**src/pse_regs.svh**
```systemverilog
`ifndef PSE_REGS_SVH
`define PSE_REGS_SVH

// ----------------------------------------
// Register offsets
// ----------------------------------------
`define REG_MODE 8'h00
`define REG_STATUS 8'h04
`define REG_PORT 8'h08
`define REG_ACTH 8'h0c
`define REG_DISC 8'h10
`define REG_TIMES 8'h14
`define REG_IRQ_STAT 8'h18
`define REG_IRQ_MASK 8'h1c

// ----------------------------------------
// Fields and defaults
// ----------------------------------------
`define MODE_SOFT_RST_BIT 8
`define ADDR_UPPER 3'h2
`define ACTH_DEFAULT 3'h0
`define DISC_DEFAULT 8'h00
`define START_DEFAULT 8'h00
`define FAULT_DEFAULT 8'h00
`define IRQ_SHORT_RST_BIT 12

// ----------------------------------------
// Timing
// ----------------------------------------
`define CLK_PERIOD_NS 100
`define RST_MIN_US 300
`define RST_MIN_CYC ((`RST_MIN_US * 1000 + `CLK_PERIOD_NS - 1) / `CLK_PERIOD_NS)

`endif

```
**src/pse_pkg.sv**
```systemverilog
package pse_pkg;

    // Encoding order matches the two-bit mode field
    typedef enum logic [1:0] {
        MODE_SHUTDOWN,
        MODE_MANUAL,
        MODE_SEMI,
        MODE_AUTO
    } port_mode_t;

endpackage : pse_pkg

```
**src/pin_sync.sv**
```systemverilog
module pin_sync #(
    parameter int W = 1,
    parameter logic [W-1:0] RST_VAL = '0
) (
    // Clock and reset
    input wire logic aclk,
    input wire logic aresetn,
    // Pins in, synchronised out
    input wire logic [W-1:0] d,
    output logic [W-1:0] q
);

    logic [W-1:0] meta_ff;
    logic [W-1:0] q_ff;

    always_ff @(posedge aclk) begin
        if (!aresetn) begin
            meta_ff <= RST_VAL;
            q_ff <= RST_VAL;
        end else begin
            meta_ff <= d;
            q_ff <= meta_ff;
        end
    end

    assign q = q_ff;

endmodule : pin_sync

```
**src/pse_port_control_pins.sv**
```systemverilog
`include "pse_regs.svh"

module pse_port_control_pins #(
    parameter int ADDR_W = 8,
    parameter logic [2:0] ACTH_DEF = `ACTH_DEFAULT,
    parameter logic [7:0] DISC_DEF = `DISC_DEFAULT,
    parameter logic [7:0] START_DEF = `START_DEFAULT,
    parameter logic [7:0] FAULT_DEF = `FAULT_DEFAULT
) (
    // Clock and reset
    input wire logic aclk,
    input wire logic aresetn,
    // AXI4-Lite slave
    input wire logic [ADDR_W-1:0] s_axi_awaddr,
    input wire logic s_axi_awvalid,
    output logic s_axi_awready,
    input wire logic [31:0] s_axi_wdata,
    input wire logic [3:0] s_axi_wstrb,
    input wire logic s_axi_wvalid,
    output logic s_axi_wready,
    output logic [1:0] s_axi_bresp,
    output logic s_axi_bvalid,
    input wire logic s_axi_bready,
    input wire logic [ADDR_W-1:0] s_axi_araddr,
    input wire logic s_axi_arvalid,
    output logic s_axi_arready,
    output logic [31:0] s_axi_rdata,
    output logic [1:0] s_axi_rresp,
    output logic s_axi_rvalid,
    input wire logic s_axi_rready,
    // Device pins
    input wire logic reset_pin_n,
    input wire logic [3:0] slave_id_inputs,
    input wire logic self_run_pin,
    input wire logic injector_pin,
    input wire logic [3:0] port_off_n,
    input wire logic ac_probe_sine_in,
    // Analog monitors
    input wire logic supply_ok,
    input wire logic overtemp,
    input wire logic [3:0] overcurrent,
    // Detection result, same clock
    input wire logic [3:0] det_valid,
    // Serial interface side
    output logic [6:0] bus_addr,
    output logic addr_ack_en,
    // Mode and programmed timing
    output logic midspan_mode,
    output logic [7:0] port_modes,
    output logic [2:0] ac_thresh_code,
    output logic [7:0] disconnect_wait_time,
    output logic [7:0] startup_time_code,
    output logic [7:0] fault_time_code,
    // Power stage and interrupt
    output logic [3:0] gate_on,
    output logic irq,
    output logic fault_alert_out,
    output logic fault_alert_oe_n
);

    // ----------------------------------------
    // Pin synchronisers
    // ----------------------------------------
    logic pin_n_s;
    logic [3:0] id_s;
    logic self_run_s;
    logic injector_s;
    logic [3:0] port_off_s;
    logic probe_ok_s;
    logic supply_s;
    logic overtemp_s;
    logic [3:0] oc_s;

    pin_sync #(
        .W(18),
        .RST_VAL(18'h00000)
    ) u_sync (
        .aclk(aclk),
        .aresetn(aresetn),
        .d({reset_pin_n, slave_id_inputs, self_run_pin, injector_pin, port_off_n,
            ac_probe_sine_in, supply_ok, overtemp, overcurrent}),
        .q({pin_n_s, id_s, self_run_s, injector_s, port_off_s,
            probe_ok_s, supply_s, overtemp_s, oc_s})
    );

    // ----------------------------------------
    // Reset causes and pin latching
    // ----------------------------------------
    logic soft_rst_ff;
    logic hold_ff;
    logic pin_n_q_ff;
    logic [11:0] low_cnt_ff;
    logic [3:0] id_ff;
    logic self_run_ff;
    logic midspan_ff;
    logic ack_ff;

    wire hold_rst = !pin_n_s || !supply_s || overtemp_s || soft_rst_ff;
    wire rst_int = !aresetn || hold_rst;
    wire rel = hold_ff && !hold_rst;
    wire pin_rise = pin_n_s && !pin_n_q_ff;
    // Pulses shorter than the minimum still reset, but get flagged
    wire short_rst = pin_rise && (low_cnt_ff < 12'(`RST_MIN_CYC));
    wire [11:0] nxt_low_cnt = pin_n_s ? 12'h000 :
        (low_cnt_ff == 12'hfff) ? low_cnt_ff : low_cnt_ff + 12'h001;

    always_ff @(posedge aclk) begin
        if (!aresetn) begin
            hold_ff <= 1'b1;
            pin_n_q_ff <= 1'b1;
            low_cnt_ff <= 12'h000;
            ack_ff <= 1'b0;
        end else begin
            hold_ff <= hold_rst;
            pin_n_q_ff <= pin_n_s;
            low_cnt_ff <= nxt_low_cnt;
            ack_ff <= !hold_rst;
        end
    end

    // Pins read only at release; ignored while running
    always_ff @(posedge aclk) begin
        if (!aresetn) begin
            id_ff <= 4'hf;
            self_run_ff <= 1'b0;
            midspan_ff <= 1'b0;
        end else if (rel) begin
            id_ff <= id_s;
            self_run_ff <= self_run_s;
            midspan_ff <= injector_s;
        end
    end

    // ----------------------------------------
    // Bus decode helpers
    // ----------------------------------------
    function automatic logic reg_known(input logic [ADDR_W-1:0] a);
        logic [7:0] o;
        o = 8'(a);
        reg_known = (o == `REG_MODE) || (o == `REG_STATUS) || (o == `REG_PORT) ||
            (o == `REG_ACTH) || (o == `REG_DISC) || (o == `REG_TIMES) ||
            (o == `REG_IRQ_STAT) || (o == `REG_IRQ_MASK);
    endfunction : reg_known

    function automatic logic [31:0] merge(input logic [31:0] old, input logic [31:0] d,
                                          input logic [3:0] be);
        logic [31:0] r;
        r = old;
        for (int b = 0; b < 4; b++) begin
            if (be[b]) begin
                r[8*b +: 8] = d[8*b +: 8];
            end
        end
        merge = r;
    endfunction : merge

    // ----------------------------------------
    // AXI4-Lite write path
    // ----------------------------------------
    logic aw_have_ff;
    logic w_have_ff;
    logic [ADDR_W-1:0] aw_addr_ff;
    logic [31:0] w_data_ff;
    logic [3:0] w_strb_ff;
    logic bvalid_ff;
    logic [1:0] bresp_ff;

    assign s_axi_awready = !aw_have_ff && !bvalid_ff;
    assign s_axi_wready = !w_have_ff && !bvalid_ff;
    wire aw_hs = s_axi_awvalid && s_axi_awready;
    wire w_hs = s_axi_wvalid && s_axi_wready;
    wire wr_go = aw_have_ff && w_have_ff && !bvalid_ff;
    wire [7:0] wr_off = 8'(aw_addr_ff);
    wire wr_mode = wr_go && (wr_off == `REG_MODE);
    wire wr_port = wr_go && (wr_off == `REG_PORT);
    wire wr_acth = wr_go && (wr_off == `REG_ACTH);
    wire wr_disc = wr_go && (wr_off == `REG_DISC);
    wire wr_times = wr_go && (wr_off == `REG_TIMES);
    wire wr_istat = wr_go && (wr_off == `REG_IRQ_STAT);
    wire wr_imask = wr_go && (wr_off == `REG_IRQ_MASK);

    always_ff @(posedge aclk) begin
        if (!aresetn) begin
            aw_have_ff <= 1'b0;
            w_have_ff <= 1'b0;
            aw_addr_ff <= '0;
            w_data_ff <= 32'h00000000;
            w_strb_ff <= 4'h0;
            bvalid_ff <= 1'b0;
            bresp_ff <= 2'h0;
        end else begin
            if (aw_hs) begin
                aw_have_ff <= 1'b1;
                aw_addr_ff <= s_axi_awaddr;
            end
            if (w_hs) begin
                w_have_ff <= 1'b1;
                w_data_ff <= s_axi_wdata;
                w_strb_ff <= s_axi_wstrb;
            end
            if (wr_go) begin
                aw_have_ff <= 1'b0;
                w_have_ff <= 1'b0;
                bvalid_ff <= 1'b1;
                bresp_ff <= reg_known(aw_addr_ff) ? 2'h0 : 2'h2;
            end else if (bvalid_ff && s_axi_bready) begin
                bvalid_ff <= 1'b0;
            end
        end
    end

    assign s_axi_bvalid = bvalid_ff;
    assign s_axi_bresp = bresp_ff;

    // ----------------------------------------
    // Control registers
    // ----------------------------------------
    logic [7:0] mode_ff;
    logic [3:0] pwr_req_ff;
    logic [3:0] acd_en_ff;
    logic [2:0] acth_ff;
    logic [7:0] disc_ff;
    logic [7:0] start_ff;
    logic [7:0] fault_ff;
    logic [12:0] irq_stat_ff;
    logic [12:0] irq_mask_ff;
    logic [3:0] gate_ff;

    wire [31:0] wr_mode_v = merge({24'h000000, mode_ff}, w_data_ff, w_strb_ff);
    wire [31:0] wr_port_v = merge({24'h000000, acd_en_ff, pwr_req_ff}, w_data_ff, w_strb_ff);
    wire [31:0] wr_times_v = merge({16'h0000, fault_ff, start_ff}, w_data_ff, w_strb_ff);
    // Same start mode for every port
    // Live synced pin, since self_run_ff only takes its new value at this same edge
    wire [7:0] start_modes = self_run_s ? {4{pse_pkg::MODE_AUTO}}
                                         : {4{pse_pkg::MODE_SHUTDOWN}};

    always_ff @(posedge aclk) begin
        if (!aresetn) begin
            soft_rst_ff <= 1'b0;
        end else begin
            soft_rst_ff <= wr_mode && w_strb_ff[1] && w_data_ff[`MODE_SOFT_RST_BIT];
        end
    end

    always_ff @(posedge aclk) begin
        if (rst_int) begin
            mode_ff <= {4{pse_pkg::MODE_SHUTDOWN}};
            pwr_req_ff <= 4'h0;
            acd_en_ff <= 4'h0;
            acth_ff <= ACTH_DEF;
            disc_ff <= DISC_DEF;
            start_ff <= START_DEF;
            fault_ff <= FAULT_DEF;
            irq_mask_ff <= 13'h0000;
        end else begin
            if (rel) begin
                mode_ff <= start_modes;
            end else if (wr_mode) begin
                mode_ff <= wr_mode_v[7:0];
            end
            if (wr_port) begin
                pwr_req_ff <= wr_port_v[3:0];
                acd_en_ff <= wr_port_v[7:4];
            end
            if (wr_acth && w_strb_ff[0]) begin
                acth_ff <= w_data_ff[2:0];
            end
            if (wr_disc && w_strb_ff[0]) begin
                disc_ff <= w_data_ff[7:0];
            end
            if (wr_times) begin
                start_ff <= wr_times_v[7:0];
                fault_ff <= wr_times_v[15:8];
            end
            if (wr_imask) begin
                irq_mask_ff <= 13'(merge({19'h00000, irq_mask_ff}, w_data_ff, w_strb_ff));
            end
        end
    end

    // ----------------------------------------
    // Port power gating
    // ----------------------------------------
    logic [3:0] port_off_q_ff;
    logic [3:0] oc_q_ff;
    logic [3:0] allow;
    wire probe_fail = !probe_ok_s;

    for (genvar i = 0; i < 4; i++) begin : g_port
        wire pse_pkg::port_mode_t m = pse_pkg::port_mode_t'(mode_ff[2*i +: 2]);
        wire want = (m == pse_pkg::MODE_AUTO) ? det_valid[i]
                  : (m != pse_pkg::MODE_SHUTDOWN) && pwr_req_ff[i];
        assign allow[i] = want && port_off_s[i]
                       && !(acd_en_ff[i] && probe_fail)
                       && !irq_stat_ff[i];
    end

    always_ff @(posedge aclk) begin
        if (rst_int) begin
            gate_ff <= 4'h0;
            port_off_q_ff <= 4'hf;
            oc_q_ff <= 4'h0;
        end else begin
            gate_ff <= allow;
            port_off_q_ff <= port_off_s;
            oc_q_ff <= oc_s;
        end
    end

    // ----------------------------------------
    // Interrupt status, write one to clear
    // ----------------------------------------
    wire [3:0] ev_oc = oc_s & ~oc_q_ff;
    wire [3:0] ev_off = ~port_off_s & port_off_q_ff;
    wire [3:0] ev_probe = gate_ff & acd_en_ff & {4{probe_fail}};
    wire [12:0] ev_all = {short_rst, ev_probe, ev_off, ev_oc};
    wire [12:0] clr = wr_istat ? 13'(merge(32'h00000000, w_data_ff, w_strb_ff)) : 13'h0000;
    // Set wins so an event in the clearing cycle survives
    wire [12:0] nxt_irq_stat = (irq_stat_ff & ~clr) | ev_all;
    logic irq_ff;

    always_ff @(posedge aclk) begin
        if (rst_int) begin
            irq_stat_ff <= 13'h0000;
            irq_ff <= 1'b0;
        end else begin
            irq_stat_ff <= nxt_irq_stat;
            irq_ff <= |(irq_stat_ff & irq_mask_ff);
        end
    end

    // ----------------------------------------
    // Register read path
    // ----------------------------------------
    logic rvalid_ff;
    logic [31:0] rdata_ff;
    logic [1:0] rresp_ff;

    wire [7:0] rd_off = 8'(s_axi_araddr);
    wire [31:0] status_v = {18'h00000, probe_fail, gate_ff, self_run_ff, midspan_ff,
                            bus_addr};
    wire [31:0] rd_v =
        (rd_off == `REG_MODE) ? {24'h000000, mode_ff} :
        (rd_off == `REG_STATUS) ? status_v :
        (rd_off == `REG_PORT) ? {24'h000000, acd_en_ff, pwr_req_ff} :
        (rd_off == `REG_ACTH) ? {29'h00000000, acth_ff} :
        (rd_off == `REG_DISC) ? {24'h000000, disc_ff} :
        (rd_off == `REG_TIMES) ? {16'h0000, fault_ff, start_ff} :
        (rd_off == `REG_IRQ_STAT) ? {19'h00000, irq_stat_ff} :
        (rd_off == `REG_IRQ_MASK) ? {19'h00000, irq_mask_ff} : 32'h00000000;

    assign s_axi_arready = !rvalid_ff;
    wire ar_hs = s_axi_arvalid && s_axi_arready;

    always_ff @(posedge aclk) begin
        if (!aresetn) begin
            rvalid_ff <= 1'b0;
            rdata_ff <= 32'h00000000;
            rresp_ff <= 2'h0;
        end else if (ar_hs) begin
            rvalid_ff <= 1'b1;
            rdata_ff <= rd_v;
            rresp_ff <= reg_known(s_axi_araddr) ? 2'h0 : 2'h2;
        end else if (s_axi_rready) begin
            rvalid_ff <= 1'b0;
        end
    end

    assign s_axi_rvalid = rvalid_ff;
    assign s_axi_rdata = rdata_ff;
    assign s_axi_rresp = rresp_ff;

    // ----------------------------------------
    // Outputs
    // ----------------------------------------
    assign bus_addr = {`ADDR_UPPER, id_ff};
    assign addr_ack_en = ack_ff;
    assign midspan_mode = midspan_ff;
    assign port_modes = mode_ff;
    assign ac_thresh_code = acth_ff;
    assign disconnect_wait_time = disc_ff;
    assign startup_time_code = start_ff;
    assign fault_time_code = fault_ff;
    assign gate_on = gate_ff;
    assign irq = irq_ff;
    assign fault_alert_out = 1'b0;
    assign fault_alert_oe_n = !irq_ff;
endmodule : pse_port_control_pins

```
**config.mk**
```make
export PLATFORM = sky130hd
export DESIGN_NAME = pse_port_control_pins
export DESIGN_NICKNAME = d
export VERILOG_FILES = /design/src/pse_pkg.sv /design/src/pin_sync.sv /design/src/pse_port_control_pins.sv
export VERILOG_INCLUDE_DIRS = /design/src /design/src/src
export SDC_FILE = /design/constraint.sdc
export NUM_CORES = 1
export LEC_CHECK = 0
export BUFFER_PORTS_ARGS = -buffer_cell sky130_fd_sc_hd__clkbuf_2
export CORE_ASPECT_RATIO = 1.1
export CORE_UTILIZATION = 35
export CTS_CLUSTER_DIAMETER = 40
export CTS_CLUSTER_SIZE = 8
export DETAILED_ROUTE_END_ITERATION = 6
export HOLD_SLACK_MARGIN = 0.12
export PLACE_DENSITY = 0.54
export SETUP_SLACK_MARGIN = 0.15
export SYNTH_ARGS = -nofsm -noshare
export SYNTH_HDL_FRONTEND = slang
export SYNTH_SLANG_ARGS = --single-unit
```
**constraint.sdc**
```tcl
create_clock -name aclk -period 2.3 [get_ports aclk]
set_input_delay 0.46 -clock aclk [delete_from_list [all_inputs] [get_ports aclk]]
set_output_delay 0.46 -clock aclk [all_outputs]
set_load 0.05 [all_outputs]
```
==> flow_metrics.tcl, run 1 <==
set metrics [dict create \
    status "complete, no violations" \
    ctsHtreeMaxLevel 4 \
    post_cts_buffers 0 \
    crit_family "simple AND/OR/NAND/NOR gates" \
    die_y_um 157 \
    ios 173 \
    antenna_found_initial 0 \
    rsz0062_at_grt "no" \
    cts_buffers 17 \
    crit_path_end_kind "register" \
    min_period_over_period 0.851 \
    num_vias 6350 \
    synth-main-ff-cell "dfxtp_1" \
    wl_um 21500 \
    dp_cells 1240 \
    grt_max_degree 47 \
    worst_r2r_path_depth 5 \
    max_stage_delay_ps 540 \
    syn_area_per_cell_um2 9.22 \
    r2r_slack_ps 340 \
    regArea_um2 3760 \
    cp_slowest_cell "nor4_4" \
    peakVddDrop_uv 552 \
    layout.cells.non_filler 1271 \
    async_reset_ff_frac 0 \
    drc 0 \
    gp_congestion 0.899 \
    p_total_mw 7.17 \
    num_antenna_cells 0 \
    wl_per_cell_um 16.9 \
    critPathLaunchType "register" \
    setup_viol 0 \
    cts_buffer_depth 2 \
    ys_warn_count 0 \
    crit_type "reg2reg" \
    worstHoldStart "slave_id_inputs[2]" \
    tightest_slew_ps 693 \
    cts_resized 0 \
    synthTopCellsByArea "dfxtp_1 (49%), mux2i_1 (6.6%), a21oi_1 (5.1%)" \
    grt_pass1_vias 5959 \
    min_period_ps 1960 \
    cp-startpoint "aw_addr_ff[7]$_SDFFE_PN0P_" \
    cts_hold_repair.buffers 0 \
    power_density_nw_per_um2 766 \
    worst_ep_arrival_time_ps 2260 \
    reg2reg_to "irq_mask_ff[12]$_SDFFE_PP0P_" \
    fmax_mhz 511 \
    fp.dieArea_um2 22600 \
    slew_headroom 0.537 \
    port-buffer-count 132 \
    grtUsageTotal 0.197 \
    drive_above_1_share 0.223 \
    cp_cell_sequence "or3_1 > buf_4 > nor4_4 > mux2i_1 > nor2_1" \
    initialDrtViolationCount 393 \
    cp.required_ps 2600 \
    reg2reg_from "aw_addr_ff[7]$_SDFFE_PN0P_" \
    fin_tns_setup_ps 0 \
    cp_num_buf_inv 1 \
    place.detailed.hpwl_um 16200 \
    syn-cell-area_um2 7690 \
    coreArea_um2 21400 \
    min_path_cells 2 \
    synth_top_cell_by_area "dfxtp_1" \
    synth_top_area_frac 0.489 \
    ys_seq_elements 188 \
    p_leak_nw 3.65 \
    synth_edf_count 0 \
    hp-class "in2reg" \
    seq_area_frac_synth 0.489 \
    synth_cell_types 54 \
    areaGrowthSynthToFinish_pct 21.7 \
    multi_input_area_um2 3560 \
    crit_path_max_fanout 7 \
    root_buffer "clkbuf_16" \
    hold_viol_final 0 \
    whs_endpoint "u_sync.meta_ff[15]$_SDFF_PN0_" \
    cts_tree "built" \
    row_count 56 \
    max_cap_viol_count 0 \
    start_util 0.359 \
    drt_pass1_iterations 5 \
    clk_pin_slew_worst_paths_ps 70 \
    fillers 2190 \
    grt_pass1_wl_um 33600 \
    via_per_inst 5.00 \
    maxSlewViolCount 0 \
    cts_sinks 188 \
    syn-instance-count 834 \
    fin_nets 1051 \
    clock_latency_ps 420 \
    gr-total-overflow 0 \
    fp.dieW_um 143 \
    ant_nets 0 \
    clock-skew-final_ps 10.8 \
]
[report_power, final]
group | leakage, nW | total [mW] | switching (mW) | internal, mW
Sequential | 1.53 | 3.41 | 0.0788 | 3.34
Combinational | 1.81 | 0.550 | 0.372 | 0.178
Clock | 0.312 | 3.20 | 1.27 | 1.94
Total | 3.65 | 7.17 | 1.72 | 5.45
[worst reg2reg max path: stages, from the launching register on]
cell	delay, ps
dfxtp_1	320
or3_1	440
buf_4	230
nor4_4	540
mux2i_1	260
nor2_1	50
[cell usage in the layout (no fill, tap or decap), types with 9 or more instances in the layout]
master	instances
dfxtp_1	188
inv_1	24
conb_1	22
mux2i_1	51
nand2b_1	19
a211oi_1	10
o21ai_0	29
clkbuf_16	17
clkbuf_2	132
nand3_1	17
nor2_1	64
a21oi_1	78
a31oi_1	10
nand2_1	84
nor4_1	9
or3_1	14
nor3_1	17
and2_1	48
buf_4	31
[worst max-delay path by stage]
stage | end | slack [ps] | depth (start not counted)
finish | irq_mask_ff[12]$_SDFFE_PP0P_ | 340 | 5
global route | port_modes[7]$_SDFFE_PP0P_ | 200 | 5
CTS | irq_mask_ff[12]$_SDFFE_PP0P_ | 330 | 5
detailed placement | s_axi_rdata[8]$_SDFFE_PN0P_ | 220 | 5
global placement | s_axi_rdata[12]$_SDFFE_PN0P_ | 250 | 5
floorplan | s_axi_rdata[10]$_SDFFE_PN0P_ | 210 | 6
[synth_stat cells, types with 2 or more instances]
cell and instances:
dfxtp_1 188, nand2_1 84, a21oi_1 78, nor2_1 65, mux2i_1 51, and2_1 48, clkbuf_1 37, o21ai_0 29
inv_1 24, buf_4 22, nand2b_1 19, nand3_1 17, nor3_1 17, or3_1 14, a211oi_1 10, a31oi_1 10
nor4_1 9, a21o_1 8, mux4_2 8, nand3b_1 7, nand4_1 6, nor4_4 6, and3_1 5, buf_1 5
buf_2 5, nand4b_1 5, o221ai_1 5, o22ai_1 5, xor2_1 5, xnor2_1 4, a22oi_1 3, o221a_2 3
or4_1 3, or4b_1 3, a221oi_1 2, conb_1 2, nand4bb_1 2, nor2b_1 2, o211ai_1 2, or2_2 2
[stage by stage]
stage               instance area (um^2)  setup slack, ps   util  hold slack (ps)
finish                              9360              342  0.436              238
global route                        9360              199  0.436              225
CTS                                 9360              334  0.436              218
detailed placement                  8720              219  0.407              418
global placement                    8720              254  0.407              414
floorplan                           7770              208      -              412
[kinds of logic after synthesis]
| logic type | Yosys count | synth area share |
|---|---|---|
| and+or+nand+nor | 320 | 0.227 |
| DFF | 188 | 0.489 |
| AOI/OAI and AO/OA | 161 | 0.123 |
| buffers and inverters | 94 | 0.0574 |
| muxes | 59 | 0.0898 |
| xor gates and xnor gates | 9 | 0.0102 |
| other | 2 | 0.000977 |
| adders and majority gates | 1 | 0.00163 |
[cell type report]
type,count,area share
sequential,188,0.402
tap,290,0.0388
clock inverter,13,0.0226
clock buffer,18,0.0459
inverter,25,0.0100
multi-input combinational,572,0.381
timing repair buffer,165,0.0998
[state kept, by name, summed over array words and instances, names as in the netlist, 2 cells and up]
signal / flops
startup_time_code: 8
pwr_req_ff: 4
low_cnt_ff: 12
irq_mask_ff: 13
irq_stat_ff: 13
w_data_ff: 16
u_sync.q: 18
u_sync.meta_ff: 18
w_strb_ff: 2
fault_time_code: 8
disconnect_wait_time: 8
ac_thresh_code: 3
port_off_q_ff: 4
port_modes: 8
gate_on: 4
s_axi_rdata: 16
aw_addr_ff: 8
oc_q_ff: 4
id_ff: 4
acd_en_ff: 4
[metal layers]
metal / part of all wire / global-route usage / vias up
met1: 0.47 / 0.267 / 3003
met5: 0 / 0 / -
met2: 0.45 / 0.313 / 179
li1: - / - / 3148
met3: 0.059 / 0.0426 / 20
met4: 0.017 / 0.0588 / 0
(Power assumes the default switching activity.)
==> inputs of run 2 (changes only) <==
ABC_AREA = 1   (was default)
==> flow_metrics.tcl, run 2 <==
set metrics [dict create \
    status "complete, no violations" \
    areaGrowthSynthToFinish_pct 19.1 \
    crit_type "reg2out" \
    fmax_mhz 533 \
    synth_edf_count 0 \
    die_y_um 159 \
    initialDrtViolationCount 481 \
    fp.dieArea_um2 23000 \
    critPathLaunchType "register" \
    clock-skew-final_ps 8.60 \
    rsz0062_at_grt "no" \
    post-place-ws_ps 306 \
    ys_seq_elements 188 \
    cts_tree "built" \
    dpl_cell_area_um2 8730 \
    whs_ps 206 \
    power_density_nw_per_um2 755 \
    synth_most_common_cell "dfxtp_1" \
    hp-class "in2reg" \
    gp_congestion 0.896 \
    synth_cell_types 48 \
    post_cts_buffers 0 \
    place.detailed.hpwl_um 16900 \
    dp_cells 1413 \
    drive_above_1_share 0.207 \
    crit_family "flip-flops" \
    grt_pass1_wl_um 35000 \
    ctsHtreeMaxLevel 4 \
    ys_warn_count 0 \
    stdcell_area_um2 9350 \
    clk_pin_slew_worst_paths_ps 70 \
    cts_buffer_depth 2 \
    fin_ws_ps 423 \
    cp_cell_sequence "nor2_2 > clkbuf_2" \
    drt_pass1_iterations 5 \
    clock_latency_ps 430 \
    min_period_ps 1880 \
    tightest_slew_ps 742 \
    crit_path_max_fanout 5 \
    hold_viol_final 0 \
    num_antenna_cells 0 \
    drc 0 \
    port-buffer-count 132 \
    cts_buffers 17 \
    maxSlewViolCount 0 \
    synthTopCellsByArea "dfxtp_1 (48%), nand2_1 (7.8%), inv_1 (5.9%)" \
    cp_num_buf_inv 1 \
    slew_headroom 0.505 \
    cts_resized 0 \
    max_stage_delay_ps 380 \
    row_count 57 \
    start_util 0.356 \
    ant_nets 0 \
    syn-instance-count 1007 \
    fp.dieW_um 145 \
    crit_path_end_kind "primary output" \
    cp_slowest_cell "dfxtp_1" \
    grt_max_degree 76 \
    fin_nets 1219 \
    async_reset_ff_frac 0 \
    p_leak_nw 4.17 \
    cp.required_ps 1840 \
    syn_area_per_cell_um2 7.79 \
    peakVddDrop_uv 478 \
    synthTopCellsByCount "dfxtp_1 (188), nand2_1 (162), inv_1 (123), nor2_1 (116), a21oi_1 (92)" \
    synth-main-ff-cell "dfxtp_1" \
    via_per_inst 4.76 \
    synth_top_area_frac 0.480 \
    grtUsageTotal 0.201 \
    final_common_cell "dfxtp_1" \
    seq_area_frac_synth 0.480 \
    cts_sinks 188 \
    fillers 2300 \
    wl_um 22100 \
    gr-total-overflow 0 \
    ios 173 \
    final_cell_mix "dfxtp_1 (188), nand2_1 (162), clkbuf_2 (132), inv_1 (123), nor2_1 (115)" \
    coreArea_um2 22000 \
    synth_top_cell_by_area "dfxtp_1" \
    max_cap_viol_count 0 \
    fin_tns_setup_ps 0 \
    worst_ep_arrival_time_ps 1420 \
    wl_per_cell_um 15.3 \
    grt_pass1_vias 6446 \
    setup_viol 0 \
    root_buffer "clkbuf_16" \
    antenna_found_initial 0 \
    num_vias 6868 \
    min_period_over_period 0.816 \
    syn-cell-area_um2 7850 \
    cts_hold_repair.buffers 0 \
    layout.cells.non_filler 1444 \
]
run 2: cell types whose count changed in the layout (fill, tap and decap cells not counted), sizes merged, moves of 48 or more:
cell	delta
nor2	+69
and2	-49
o21ai	+48
mux2i	-51
inv	+109
nand2	+87
run 2: path summary, 6_finish.rpt:
kind | slack [ps] | from | cells after the start | to
max | 420 | s_axi_bvalid$_SDFFE_PN0P_ | 2 | s_axi_wready
max reg2reg | 620 | aw_addr_ff[0]$_SDFFE_PN0P_ | 8 | irq_mask_ff[7]$_SDFFE_PP0P_
min | 210 | overtemp | 3 | u_sync.meta_ff[4]$_SDFF_PN0_
min reg2reg | 410 | u_sync.meta_ff[2]$_SDFF_PN0_ | 2 | u_sync.q[2]$_SDFF_PN0_
run 2: cell type report:
class | instances | area, um^2 | area share
Clock inverter | 9 | 138 | 0.0147
Multi-Input combinational cell | 644 | 3290 | 0.352
Tap cell | 295 | 369 | 0.0395
Sequential cell | 188 | 3760 | 0.403
Inverter | 139 | 526 | 0.0562
Timing Repair Buffer | 147 | 786 | 0.0841
Clock buffer | 22 | 474 | 0.0507
run 2: cell families after synthesis:
logic type / after synthesis / share of synthesized area
compound gates: 235 / 0.178
xor+xnor: 2 / 0.00223
flops: 188 / 0.480
other cells: 2 / 0.000957
buf+inv: 195 / 0.111
fa+ha+maj: 1 / 0.00159
simple gates: 384 / 0.227
run 2: layer usage:
layer	share of wire	GRT usage
met1	0.45	0.265
met2	0.47	0.328
met3	0.056	0.0412
met4	0.014	0.0574
met5	0	0
run 2: worst min-delay path, delay by kind of cell:
family                 cells  cell delay, ps
buffers and inverters      2             110
and+or+nand+nor            1              40
run 2: through the flow:
| stage | total power, mW | util |
|---|---|---|
| 2_1_floorplan | 3.92 | - |
| 3_3_place_gp | 4.09 | 0.396 |
| 3_5_place_dp | 4.09 | 0.396 |
| 4_1_cts | 7.11 | 0.424 |
| 5_1_grt | 7.32 | 0.424 |
| 6_report | 7.05 | 0.424 |
run 2: report_power, final:
group | internal [mW] | switching [mW]
Combinational | 0.150 | 0.442
Sequential | 3.35 | 0.0669
Clock | 1.80 | 1.24
==> inputs of run 3 (changes only) <==
clock period = 2 ns   (was 2.3 ns; I/O delays follow)
==> flow_metrics.tcl, run 3 (synthesized netlist as in run 2, its figures left out) <==
set metrics [dict create \
    hold_viol_final 0 \
    worst_r2r_path_depth 8 \
    worst_ep_arrival_time_ps 1320 \
    fillers 2304 \
    row_count 57 \
    initialDrtViolationCount 444 \
    slew_headroom 0.519 \
    num_antenna_cells 0 \
    reg2reg_from "aw_addr_ff[0]$_SDFFE_PN0P_" \
    setup_viol 0 \
    pwr-share-clk 0.434 \
    peakVddDrop_uv 570 \
    ant_nets 0 \
    fin_tns_setup_ps 0 \
    grt_pass1_wl_um 35100 \
    die_y_um 159 \
    crit_type "reg2out" \
    fp.dieW_um 145 \
    grtUsageTotal 0.202 \
    tightest_slew_ps 721 \
    rsz0062_at_grt "no" \
    coreArea_um2 22000 \
    final_common_cell "dfxtp_1" \
    comb_power_share 0.084 \
    areaGrowthSynthToFinish_pct 19.6 \
    drc 0 \
    gr-total-overflow 0 \
    wl_per_cell_um 15.3 \
    final_cell_mix "dfxtp_1 (188), nand2_1 (162), clkbuf_2 (132), inv_1 (123), nor2_1 (114)" \
    dp_cells 1414 \
    wl_um 22100 \
    grt_max_degree 76 \
    regArea_um2 3760 \
    min_period_over_period 0.862 \
    dpl_cell_area_um2 8750 \
    cts_buffers 17 \
    gp_congestion 0.892 \
    ctsHtreeMaxLevel 4 \
    p_sw_frac 0.254 \
    p_int_mw 6.08 \
    start_util 0.356 \
    num_vias 6903 \
    clock-skew-final_ps 11.9 \
    maxSlewViolCount 0 \
    layout.cells.non_filler 1448 \
    via_per_inst 4.77 \
    max_cap_viol_count 0 \
    cts_tree "built" \
    fp.dieArea_um2 23000 \
    clock_latency_ps 430 \
    power_density_nw_per_um2 868 \
    drt_pass1_iterations 5 \
    stdcell_area_um2 9390 \
    multi_input_area_um2 3300 \
    hp-class "in2reg" \
    critPathLaunchType "register" \
    critical_path.endpoint "s_axi_wready" \
    r2r_slack_ps 300 \
    cts_buffer_depth 2 \
    cts_hold_repair.buffers 0 \
    root_buffer "clkbuf_16" \
    status "complete, no violations" \
    min_period_ps 1720 \
    place.detailed.hpwl_um 16900 \
    cp.required_ps 1600 \
    ios 173 \
    switching_power_mw 2.07 \
    drive_above_1_share 0.212 \
    cts_sinks 188 \
    seqPwrFrac 0.482 \
    cp-startpoint "s_axi_bvalid$_SDFFE_PN0P_" \
    fmax_mhz 580 \
    crit_path_end_kind "primary output" \
    port-buffer-count 132 \
    fin_nets 1222 \
    grt_pass1_vias 6482 \
    crit_path_max_fanout 5 \
    antenna_found_initial 0 \
    clk_pin_slew_worst_paths_ps 70 \
    p_leak_nw 4.19 \
    reg2reg_to "irq_mask_ff[2]$_SDFFE_PP0P_" \
]
## run 3: changes by cell type in the layout (fill, tap and decap cells not counted), sizes merged
cell      previous run  this run
buf                 15        18
clkbuf             154       152
clkinv               6         7
clkinvlp             1         2
inv                138       139
## run 3: worst min-delay path by stage
stage / startpoint / end / slack, ps / cells past startpoint
after global placement: u_sync.meta_ff[14]$_SDFF_PN0_ / u_sync.q[14]$_SDFF_PN0_ / 390 / 2
after CTS: supply_ok / u_sync.meta_ff[5]$_SDFF_PN0_ / 130 / 3
after detailed placement: u_sync.meta_ff[15]$_SDFF_PN0_ / u_sync.q[15]$_SDFF_PN0_ / 400 / 2
after floorplan: u_sync.meta_ff[0]$_SDFF_PN0_ / u_sync.q[0]$_SDFF_PN0_ / 390 / 2
after global routing: slave_id_inputs[0] / u_sync.meta_ff[13]$_SDFF_PN0_ / 140 / 3
final: supply_ok / u_sync.meta_ff[5]$_SDFF_PN0_ / 150 / 3
## run 3: power groups by stage
stage | sequential, mW | combinational (mW) | clock, mW
floorplan | 4.04 | 0.467 | 0
global placement | 4.02 | 0.681 | 0
detailed placement | 4.02 | 0.682 | 0
CTS | 3.93 | 0.685 | 3.61
global route | 3.94 | 0.751 | 3.77
finish | 3.93 | 0.681 | 3.54
## run 3: timing repair
action | CTS | global route
resized for setup | 0 | 1
setup buffers | 0 | 2
endpoints found under the setup margin | 0 | 3
## run 3: routing by layer
metal | part of all wire | vias up | track usage | wire length [um]
li1 | - | 3522 | - | -
met1 | 0.45 | 3168 | 0.264 | 10100
met4 | 0.020 | 0 | 0.0684 | 435
met5 | 0 | - | 0 | 0
met2 | 0.47 | 187 | 0.325 | 10400
met3 | 0.057 | 26 | 0.0433 | 1250
## run 3: worst max-delay path: stages (launching register included)
cell and delay (ps):
dfxtp_1 390, nor2_4 200, clkbuf_2 300
## run 3: per-stage QoR
step | total power, mW | hold slack [ps] | util | setup WS [ps]
final | 8.15 | 149 | 0.426 | 277
after global routing | 8.46 | 139 | 0.426 | 162
after CTS | 8.23 | 135 | 0.425 | 246
after detailed placement | 4.70 | 397 | 0.397 | 146
after global placement | 4.70 | 393 | 0.397 | 159
after floorplan | 4.51 | 390 | - | 159
## run 3: layout make-up
type,instances,area share
well taps,295,0.0393
flip-flops and latches,188,0.401
inverters,139,0.0561
clock inverters,12,0.0173
multi-input cells,644,0.351
clock buffers,20,0.0487
repair buffers,150,0.0861
